**src/common/nwrt_pkg.sv**
```systemverilog
// constants for the write reply timing block
`default_nettype none
package nwrt_pkg;
  // carrier frequency in hertz
  localparam longint CARRIER_HZ = 64'd13560000;
  // execution times in microseconds
  localparam longint SINGLE_BLOCK_WRITE_TIME_US_4 = 64'd4660;
  localparam longint SINGLE_BLOCK_WRITE_TIME_US_256 = 64'd4700;
  localparam longint KEY_CHANGE_TIME_US_4 = 64'd4660;
  localparam longint KEY_CHANGE_TIME_US_256 = 64'd4700;
  localparam longint LONG_OP_TIME_US_4 = 64'd6670;
  localparam longint LONG_OP_TIME_US_256 = 64'd6700;
  // least times round up to whole carrier cycles
  localparam int unsigned SHORT_CYC_4 =
    int'((SINGLE_BLOCK_WRITE_TIME_US_4 * CARRIER_HZ + 64'd999999) / 64'd1000000);
  localparam int unsigned SHORT_CYC_256 =
    int'((SINGLE_BLOCK_WRITE_TIME_US_256 * CARRIER_HZ + 64'd999999) / 64'd1000000);
  localparam int unsigned LONG_CYC_4 =
    int'((LONG_OP_TIME_US_4 * CARRIER_HZ + 64'd999999) / 64'd1000000);
  localparam int unsigned LONG_CYC_256 =
    int'((LONG_OP_TIME_US_256 * CARRIER_HZ + 64'd999999) / 64'd1000000);
  // reply slot grid in carrier cycles
  localparam int unsigned NOMINAL_REPLY_DELAY = 4352;
  localparam int unsigned SLOT_STEP = 4096;
  localparam int CNT_W = 17;
  localparam int BYTE_BITS = 8;
  // flag byte bit one marks a refused command
  localparam int FLAG_REFUSED_POS = 1;
  typedef enum logic [2:0] {
    NWRT_IDLE = 3'h0,
    NWRT_ARMED = 3'h1,
    NWRT_EXEC = 3'h3,
    NWRT_WAIT_EOF = 3'h2,
    NWRT_DELAY = 3'h6
  } nwrt_state_t;
endpackage
`default_nettype wire

```
**src/common/nwrt_sync_if.sv**
```systemverilog
// carrier and frame events passed from the sampler to the timer
`timescale 1ns/1ps
`default_nettype none
interface nwrt_sync_if;
  logic carrier_tick;
  logic eof_rise;
  modport src (output carrier_tick, output eof_rise);
  modport dst (input carrier_tick, input eof_rise);
endinterface
`default_nettype wire

```
**src/logic/nwrt_reply_timer.sv**
```systemverilog
// reply timing for commands that write non-volatile memory
`timescale 1ns/1ps
`default_nettype none
module nwrt_reply_timer #(
  parameter int unsigned SHORT_CYC_4 = nwrt_pkg::SHORT_CYC_4,
  parameter int unsigned SHORT_CYC_256 = nwrt_pkg::SHORT_CYC_256,
  parameter int unsigned LONG_CYC_4 = nwrt_pkg::LONG_CYC_4,
  parameter int unsigned LONG_CYC_256 = nwrt_pkg::LONG_CYC_256,
  parameter int unsigned NOMINAL_REPLY_DELAY = nwrt_pkg::NOMINAL_REPLY_DELAY,
  parameter int unsigned SLOT_STEP = nwrt_pkg::SLOT_STEP
) (
  input wire logic clock_i,
  input wire logic sys_rst_i,
  input wire logic carrier_i,
  input wire logic eof_i,
  input wire logic cmd_start_i,
  input wire logic cmd_long_i,
  input wire logic coding_256_i,
  input wire logic option_flag_i,
  output logic busy_o,
  output logic reply_go_o,
  output logic [nwrt_pkg::BYTE_BITS:1] reply_flags_o
);
  localparam int W = nwrt_pkg::CNT_W;
  localparam logic [W-1:0] NOM = W'(NOMINAL_REPLY_DELAY);
  localparam logic [W-1:0] STEP = W'(SLOT_STEP);

  nwrt_sync_if ev ();

  nwrt_link_sync u_sync (
    .clock_i(clock_i),
    .sys_rst_i(sys_rst_i),
    .carrier_i(carrier_i),
    .eof_i(eof_i),
    .ev(ev.src)
  );

  nwrt_pkg::nwrt_state_t state_r;
  nwrt_pkg::nwrt_state_t state_nxt;
  logic [W-1:0] cnt_r;
  logic [W-1:0] cnt_nxt;
  logic [W-1:0] slot_r;
  logic [W-1:0] slot_nxt;
  logic [W-1:0] need_r;
  logic opt_r;
  logic long_r;
  logic refused_r;
  logic go_nxt;

  ////////////////////////////////////////////////////////////////////////////
  // decode

  wire [W-1:0] short_need = coding_256_i ? W'(SHORT_CYC_256) : W'(SHORT_CYC_4);
  wire [W-1:0] long_need = coding_256_i ? W'(LONG_CYC_256) : W'(LONG_CYC_4);
  wire [W-1:0] need_sel = cmd_long_i ? long_need : short_need;
  wire is_idle = (state_r == nwrt_pkg::NWRT_IDLE);
  wire accept = cmd_start_i & is_idle;
  wire refuse = cmd_start_i & ~is_idle;
  wire at_slot = (cnt_r == slot_r);
  wire slot_ok = (slot_r >= need_r);
  wire exec_done = (cnt_r >= need_r);
  wire [W-1:0] cnt_inc = ev.carrier_tick ? cnt_r + W'(1) : cnt_r;

  assign busy_o = ~is_idle;

  ////////////////////////////////////////////////////////////////////////////
  // sequencing

  always_comb
  begin
    state_nxt = state_r;
    cnt_nxt = cnt_inc;
    slot_nxt = slot_r;
    go_nxt = 1'b0;
    case (state_r)
      nwrt_pkg::NWRT_IDLE:
      begin
        cnt_nxt = '0;
        if (accept)
          state_nxt = nwrt_pkg::NWRT_ARMED;
      end
      nwrt_pkg::NWRT_ARMED:
      begin
        cnt_nxt = '0;
        slot_nxt = NOM;
        if (ev.eof_rise)
          state_nxt = nwrt_pkg::NWRT_EXEC;
      end
      nwrt_pkg::NWRT_EXEC:
      begin
        if (opt_r)
        begin
          if (exec_done)
            state_nxt = nwrt_pkg::NWRT_WAIT_EOF;
        end
        else if (at_slot)
        begin
          if (slot_ok)
          begin
            go_nxt = 1'b1;
            state_nxt = nwrt_pkg::NWRT_IDLE;
          end
          else
            slot_nxt = slot_r + STEP;
        end
      end
      nwrt_pkg::NWRT_WAIT_EOF:
      begin
        cnt_nxt = '0;
        if (ev.eof_rise)
          state_nxt = nwrt_pkg::NWRT_DELAY;
      end
      nwrt_pkg::NWRT_DELAY:
      begin
        if (cnt_r == NOM)
        begin
          go_nxt = 1'b1;
          state_nxt = nwrt_pkg::NWRT_IDLE;
        end
      end
      default:
      begin
        cnt_nxt = '0;
        state_nxt = nwrt_pkg::NWRT_IDLE;
      end
    endcase
  end

  always_ff @(posedge clock_i or posedge sys_rst_i)
  begin
    if (sys_rst_i)
    begin
      state_r <= nwrt_pkg::NWRT_IDLE;
      cnt_r <= '0;
      slot_r <= '0;
      reply_go_o <= 1'b0;
    end
    else
    begin
      state_r <= state_nxt;
      cnt_r <= cnt_nxt;
      slot_r <= slot_nxt;
      reply_go_o <= go_nxt;
    end
  end

  // command attributes latched on acceptance
  always_ff @(posedge clock_i or posedge sys_rst_i)
  begin
    if (sys_rst_i)
    begin
      need_r <= '0;
      opt_r <= 1'b0;
      long_r <= 1'b0;
    end
    else if (accept)
    begin
      need_r <= need_sel;
      opt_r <= option_flag_i;
      long_r <= cmd_long_i;
    end
  end

  ////////////////////////////////////////////////////////////////////////////
  // flag byte: a command refused while busy is reported in the next reply

  always_ff @(posedge clock_i or posedge sys_rst_i)
  begin
    if (sys_rst_i)
      refused_r <= 1'b0;
    else if (refuse)
      refused_r <= 1'b1;
    else if (go_nxt)
      refused_r <= 1'b0;
  end

  always_ff @(posedge clock_i or posedge sys_rst_i)
  begin
    if (sys_rst_i)
      reply_flags_o <= '0;
    else if (go_nxt)
      reply_flags_o <= {{(nwrt_pkg::BYTE_BITS - 1){1'b0}}, refused_r | refuse};
  end

  ////////////////////////////////////////////////////////////////////////////
  // checks

  slot_grid_a: assert property (
    @(posedge clock_i) disable iff (sys_rst_i)
    (reply_go_o && !opt_r) |->
      (cnt_r >= NOM) && (((cnt_r - NOM) % STEP) == '0))
    else $error("reply outside slot grid");

  short_exec_a: assert property (
    @(posedge clock_i) disable iff (sys_rst_i)
    (reply_go_o && !opt_r && !long_r) |->
      (cnt_r >= W'(SHORT_CYC_4)) && (cnt_r >= need_r))
    else $error("short write replied too early");

  long_exec_a: assert property (
    @(posedge clock_i) disable iff (sys_rst_i)
    (reply_go_o && !opt_r && long_r) |-> (cnt_r >= W'(LONG_CYC_4)))
    else $error("long operation replied too early");

  opt_eof_a: assert property (
    @(posedge clock_i) disable iff (sys_rst_i)
    (reply_go_o && opt_r) |->
      ($past(state_r) == nwrt_pkg::NWRT_DELAY) && (cnt_r == NOM))
    else $error("option reply not after eof delay");

  wait_hold_a: assert property (
    @(posedge clock_i) disable iff (sys_rst_i)
    (state_r == nwrt_pkg::NWRT_WAIT_EOF && !ev.eof_rise) |=>
      (state_r == nwrt_pkg::NWRT_WAIT_EOF) && !reply_go_o)
    else $error("left eof wait without eof");

  carrier_count_a: assert property (
    @(posedge clock_i) disable iff (sys_rst_i)
    (state_r == nwrt_pkg::NWRT_EXEC && !ev.carrier_tick) |=> $stable(cnt_r))
    else $error("count moved without carrier edge");

  flag_byte_a: assert property (
    @(posedge clock_i) disable iff (sys_rst_i)
    (go_nxt && (refused_r || refuse)) |=>
      reply_flags_o[1] && (reply_flags_o[8:2] == 7'h00))
    else $error("flag byte layout wrong");

  flag_clear_a: assert property (
    @(posedge clock_i) disable iff (sys_rst_i)
    (go_nxt && !refused_r && !refuse) |=> (reply_flags_o == 8'h00))
    else $error("flag byte not clear");
endmodule // nwrt_reply_timer
`default_nettype wire

```
**src/logic/nwrt_link_sync.sv**
```systemverilog
// samples carrier and reader end of frame, emits one-cycle edge pulses
`timescale 1ns/1ps
`default_nettype none
module nwrt_link_sync (
  input wire logic clock_i,
  input wire logic sys_rst_i,
  input wire logic carrier_i,
  input wire logic eof_i,
  nwrt_sync_if.src ev
);
  logic [1:0] car_sync_r;
  logic [1:0] eof_sync_r;
  logic car_last_r;
  logic eof_last_r;

  always_ff @(posedge clock_i or posedge sys_rst_i)
  begin
    if (sys_rst_i)
    begin
      car_sync_r <= 2'h0;
      eof_sync_r <= 2'h0;
      car_last_r <= 1'b0;
      eof_last_r <= 1'b0;
    end
    else
    begin
      car_sync_r <= {car_sync_r[0], carrier_i};
      eof_sync_r <= {eof_sync_r[0], eof_i};
      car_last_r <= car_sync_r[1];
      eof_last_r <= eof_sync_r[1];
    end
  end

  assign ev.carrier_tick = car_sync_r[1] & ~car_last_r;
  assign ev.eof_rise = eof_sync_r[1] & ~eof_last_r;
endmodule // nwrt_link_sync
`default_nettype wire

```
**config.mk**
```make
export PLATFORM = sky130hd
export DESIGN_NAME = nwrt_reply_timer
export DESIGN_NICKNAME = d
export VERILOG_FILES = /design/src/common/nwrt_pkg.sv /design/src/common/nwrt_sync_if.sv /design/src/logic/nwrt_reply_timer.sv /design/src/logic/nwrt_link_sync.sv
export SDC_FILE = /design/constraint.sdc
export NUM_CORES = 1
export LEC_CHECK = 0
export BUFFER_PORTS_ARGS = -buffer_cell sky130_fd_sc_hd__buf_4
export CORE_MARGIN = 1
export CORE_UTILIZATION = 45
export CTS_CLUSTER_SIZE = 40
export DETAILED_ROUTE_END_ITERATION = 16
export SLEW_MARGIN = 30
export SYNTH_ARGS = -nofsm -noshare
export SYNTH_HDL_FRONTEND = slang
export SYNTH_SLANG_ARGS = --single-unit
```
**constraint.sdc**
```tcl
create_clock -name clock_i -period 1.95 [get_ports clock_i]
set_clock_uncertainty 0.05 [all_clocks]
set_input_delay 0.195 -clock clock_i [delete_from_list [all_inputs] [get_ports clock_i]]
set_output_delay 0.195 -clock clock_i [all_outputs]
set_load 0.02 [all_outputs]
```
==> flow_metrics.tcl, run 1 <==
set metrics [dict create \
    final_cells 432 \
    yosys_warnings 0 \
    cts_root_buf "clkbuf_8" \
    cp-start-kind "register" \
    ys_top_cells_by_area "dfrtp_1, ha_1, xnor2_1, nor2_1, inv_1" \
    initial_utilization_pct 46.8 \
    overflow 0 \
    vias 2238 \
    cts_made_buffers 5 \
    synth_ff_type "dfrtp_1" \
    cts_sinks 46 \
    placed_cell_area_um2 3250 \
    tns_ps -1040 \
    drv_cap 0 \
    drt-total-wl_mm 6.51 \
    drv_slew 0 \
    hold_viol 0 \
    violations "setup timing" \
    clk_latency_ps 310 \
    synth_edf_count 0 \
    fin_crit_ps 2200 \
    core-area_um2 5960 \
    critical_path.top_delay_family "simple AND/OR/NAND/NOR gates" \
    drtIter0Drc 93 \
    grt_max_degree 46 \
    die_area_um2 6520 \
    crit_type "reg -> reg" \
    boundaryPins 18 \
    fin_worst_hold_slack_ps 78.5 \
    place_ws_ps -311 \
    ys_ff_latch 46 \
    finalPower_mw 3.24 \
    min_period_over_period_pct 113 \
    ant_nets 0 \
    outcome "complete, but fails checks" \
    routedWlPerCell_um 15.1 \
    place_inst 412 \
    drc 0 \
    irDropWorstVdd_v 0.000555 \
    synthesis.area_um2 2790 \
    std_cell_rows 28 \
    yosysTopAreaCellShare_pct 41.3 \
    cpPeakStageDelay_ps 520 \
    syn_inst 290 \
    drive_gt1_share_pct 29.4 \
    gp_congestion 0.817 \
    cts_max_level 2 \
    postSynthAreaPerCell_um2 9.62 \
    syn_to_final_growth_pct 31.3 \
    critPathBufInv 0 \
    synthArstFlopShare_pct 100 \
    place_hpwl_mm 4.55 \
    yosysSeqAreaShare_pct 41.3 \
    path_cells "ha_4 > nand4b_1 > nor4_4 > a221oi_4 > or4_1 > nand3_1 > o311ai_1" \
    grt_first_pass_wirelength_mm 10.4 \
    powerDensity_nw_per_um2 886 \
    design_area_um2 3660 \
    antenna_found_initial 0 \
    synth_cell_type_count 50 \
    setup_viol 10 \
    clk_pin_slew_ps 80 \
    hp-class "in -> reg" \
    fp.dieW_um 80.7 \
    diodes 0 \
    fmax_ghz 0.455 \
    cts_tree "built" \
    die_h_um 80.7 \
    cp.required_ps 2080 \
    rsz0062_at_grt "yes" \
    p_leak_nw 1.68 \
    fin_nets 394 \
    first_global_vias 2115 \
    dr.pass1.iters 4 \
    nFillCells 502 \
    port_buffers 10 \
    slowest_stage "or4_1" \
    grt_use_total_pct 21.6 \
    worstPathMaxFanout 3 \
    setup_slack_ps -247 \
    cts.path.max_buffers 2 \
    end_kind "register" \
    vias_per_cell 5.18 \
    crit_arrival_ps 2330 \
    synth_area_leader_cell "dfrtp_1" \
    utilization_pct 61.5 \
]
layout by cell type, fill, tap and decap left out, drive strengths merged, types with 3 or more instances in the layout:
cell,count
and3,6
nor2,35
nand2,18
nand2b,3
nand3,11
o21ai,12
nor2b,6
ha,30
a21oi,14
clkbuf,6
and4,3
dlygate4sd3,3
xor2,8
inv,21
conb,7
nand4,9
nor4,4
dfrtp,46
xnor2,16
nor3,4
buf,63
power breakdown:
part | internal, mW | total [mW] | switching, mW
combinational | 0.572 | 1.27 | 0.699
sequential | 1.10 | 1.26 | 0.152
clock | 0.383 | 0.718 | 0.336
registers in the layout, summed over array words and instances (netlist names), 2 cells and up:
signal and cells:
cnt_r 17, need_r 10, slot_r 6, state_r 3
u_sync.car_sync_r 2, u_sync.eof_sync_r 2
cells by family (layout without fill, tap and decap cells):
group / after synthesis / in the layout / synth area share [%]
buf+inv: 34 / 95 / 5.65
xor+xnor: 24 / 24 / 7.53
other cells: 1 / 7 / 0.134
flops: 46 / 46 / 41.3
fa+ha+maj: 30 / 30 / 13.5
simple gates: 109 / 109 / 20.8
mux: 3 / 3 / 1.12
compound gates: 43 / 43 / 10.1
worst register-to-register path, delay by kind of cell, from the launching register on:
kind	cells	cell delay (ps)
compound gates	2	230
flops	1	460
simple gates	4	1020
fa+ha+maj	1	310
area by class of cell:
cell class	count	area, um2	share of cell area (%)
inverter	21	78.8	2.15
sequential	46	1150	31.5
clock buffer	6	72.6	1.98
clock inverter	2	37.5	1.02
tap	75	93.8	2.56
timing repair buffer	66	523	14.3
multi-input combinational	216	1700	46.5
repair_timing:
item                                    CTS  global route
hold endpoints to repair                 48             0
pin swaps                                13            12
cloned                                    0             0
endpoints found under the setup margin   11            11
setup buffers                             5             7
hold buffers                              3             0
resized for setup                        21            14
path summary, 6_finish.rpt:
kind	start	to	slack (ps)	cells past startpoint
setup / recovery	slot_r[15]	state_r[0]	-250	7
hold / removal	coding_256_i	need_r[5]	80	3
setup reg to reg	slot_r[15]	state_r[0]	-250	7
hold reg to reg	u_sync.car_sync_r[0]	u_sync.car_sync_r[1]	310	0
max in group asynchronous	sys_rst_i	cnt_r[6]	1160	4
min in group asynchronous	sys_rst_i	u_sync.eof_sync_r[0]	240	3
synthesized netlist by cell type, types with 2 or more instances:
library cell / number
nand2b_1: 3
nor4_1: 2
or3_1: 2
nor3_1: 4
o21a_1: 2
o21ai_0: 12
nand4_1: 9
dfrtp_1: 46
nor2b_1: 6
inv_1: 21
and4_1: 3
nor2_1: 34
clkbuf_1: 3
buf_2: 3
o31ai_1: 2
a22oi_1: 2
xnor2_1: 16
ha_1: 30
a21oi_1: 14
mux2i_1: 2
and3_1: 6
nand2_1: 17
buf_4: 7
and2_1: 2
nand3_1: 10
xor2_1: 8
metal layers:
layer | wire length (um) | track usage (%)
met1 | 3100 | 29.6
met2 | 3050 | 33.6
met3 | 215 | 5.73
met4 | 147 | 5.71
met5 | 0 | 0
(Power assumes the default switching activity.)
==> inputs of run 2 (changes only) <==
--- a/config.mk
+++ b/config.mk
@@ -8,3 +8,3 @@
 export BUFFER_PORTS_ARGS = -buffer_cell sky130_fd_sc_hd__buf_4
-export CORE_MARGIN = 1
+export CORE_MARGIN = 3
 export CORE_UTILIZATION = 45
==> constraint.sdc (replaced) <==
create_clock -name clock_i -period 1.95 [get_ports clock_i]
set_clock_uncertainty 0.05 [all_clocks]
set_input_delay 0.0975 -clock clock_i [delete_from_list [all_inputs] [get_ports clock_i]]
set_output_delay 0.0975 -clock clock_i [all_outputs]
set_load 0.02 [all_outputs]
==> run 2 against run 1 <==
The flow still finishes with violations (setup timing). Clock power is 23% higher. Combinational power is 4% higher. Cell count is 0.23% lower. First-iteration DRC count is 4.3% lower. Register-to-register slack better by 20 ps. Total power is 7.2% higher. Design area is 2.1% higher. Critical path type unchanged.
==> flow_metrics.tcl, run 2 (synthesis results as in run 1) <==
set metrics [dict create \
    final_cells 431 \
    min_to "u_sync.car_sync_r[1]" \
    final_cell_mix "buf_4, dfrtp_1, nor2_1" \
    crit_arrival_ps 2300 \
    max-slew-margin-rel_pct 56.4 \
    largest_reg_flops 17 \
    fmax_ghz 0.460 \
    r2r_slack_ps -230 \
    cts_tree "built" \
    setup_slack_ps -225 \
    fin_crit_ps 2180 \
    drv_slew 0 \
    clk_pin_slew_ps 90 \
    outcome "complete, but fails checks" \
    cts_root_buf "clkbuf_8" \
    violations "setup timing" \
    worstPathMaxFanout 4 \
    reg_top3 "cnt_r: 17 flops, need_r: 10 flops, slot_r: 6 flops" \
    vias_per_cell 5.14 \
    cts_sinks 46 \
    worstRegToRegCells 8 \
    cts.path.max_buffers 2 \
    setup_viol 11 \
    vias 2217 \
    antenna_found_initial 0 \
    rsz0062_at_grt "yes" \
    diodes 0 \
    drive_gt1_share_pct 29.8 \
    fp.dieW_um 84.7 \
    cp-start-kind "register" \
    place_ws_ps -263 \
    first_global_vias 2225 \
    ant_nets 0 \
    boundaryPins 18 \
    r2r-end "state_r[0]" \
    hold_depth 0 \
    critical_path.top_delay_family "simple AND/OR/NAND/NOR gates" \
    syn_to_final_growth_pct 34.0 \
    powerDensity_nw_per_um2 930 \
    tightestPinTransition_ps 653 \
    port_buffers 10 \
    path_cells "inv_4 > ha_4 > nand4b_1 > nor4_4 > a221oi_4 > or4_4 > nand3_2 > o311ai_1" \
    end_kind "register" \
    place_hpwl_mm 4.64 \
    design_area_um2 3740 \
    dr.pass1.iters 4 \
    crit_type "reg -> reg" \
    drc 0 \
    std_cell_rows 28 \
    irDropWorstVdd_v 0.000586 \
    utilization_pct 62.8 \
    hp-class "reg -> reg" \
    initial_utilization_pct 46.8 \
    grt_use_total_pct 19.2 \
    core-area_um2 5960 \
    overflow 0 \
    final_common_cell "buf_4" \
    routedWlPerCell_um 15.4 \
    drv_cap 0 \
    hold_start "u_sync.car_sync_r[0]" \
    die_h_um 84.7 \
    grt_max_degree 32 \
    finalPower_mw 3.48 \
    gp_congestion 0.817 \
    hold_viol 0 \
    fin_nets 393 \
    grt_first_pass_wirelength_mm 10.9 \
    clk_latency_ps 310 \
    cp.required_ps 2080 \
    die_area_um2 7180 \
    drtIter0Drc 89 \
    slowest_stage "or4_4" \
    cts_made_buffers 5 \
    cts_max_level 2 \
    critPathBufInv 1 \
    place_inst 409 \
    drt-total-wl_mm 6.65 \
    nFillCells 505 \
    rr_startpoint "need_r[15]" \
    cpPeakStageDelay_ps 540 \
    placed_cell_area_um2 3220 \
    regMostFlops "cnt_r" \
    p_leak_nw 1.71 \
    min_period_over_period_pct 112 \
]
[run 2: what timing repair did]
item,in CTS,in global routing
hold buffers,7,0
setup buffers,3,5
resized for setup,28,16
cloned,0,0
endpoints found under the setup margin,11,11
hold endpoints to repair,35,0
pin swaps,15,14
[run 2: final cells by class]
class                           instances  area (um2)  share of cell area (%)
Multi-Input combinational cell        216        1740                    46.5
Sequential cell                        46        1150                    30.8
Timing Repair Buffer                   65         533                    14.3
Tap cell                               75        93.8                    2.51
Clock buffer                            6        82.6                    2.21
Inverter                               21        81.3                    2.17
Clock inverter                          2        60.1                    1.61
[run 2: power breakdown]
part,internal (mW),switching [mW],total [mW]
sequential,1.10,0.170,1.27
combinational,0.599,0.724,1.32
clock,0.547,0.336,0.883
[run 2: worst max-delay path by stage]
stage / from / end / slack [ps] / depth (start not counted)
5_1_grt: need_r[15] / state_r[0] / -320 / 8
4_1_cts: need_r[15] / state_r[0] / -210 / 8
6_report: need_r[15] / state_r[0] / -230 / 8
3_5_place_dp: need_r[15] / state_r[0] / -260 / 8
3_3_place_gp: need_r[14] / slot_r[16] / -240 / 8
2_1_floorplan: slot_r[13] / state_r[0] / -70 / 7
[run 2: metrics by stage]
stage / hold WS, ps / TNS, ps
floorplan: 78.9 / -226
finish: 310 / -1630
global placement: 159 / -1910
detailed placement: 159 / -2120
CTS: 313 / -534
global route: 314 / -2680
[run 2: per-layer routing]
layer	routed length [um]	GRT usage (%)	vias up
li1	-	-	1119
met1	3210	26.1	1065
met2	3240	31.6	27
met3	132	3.43	6
met4	57	5.18	0
met5	0	0	-
[run 2: worst register-to-register path: stages, from the launching register on]
cell and delay, ps:
dfrtp_1 410, inv_4 80, ha_4 270, nand4b_1 140, nor4_4 230, a221oi_4 140
or4_4 540, nand3_2 100, o311ai_1 100
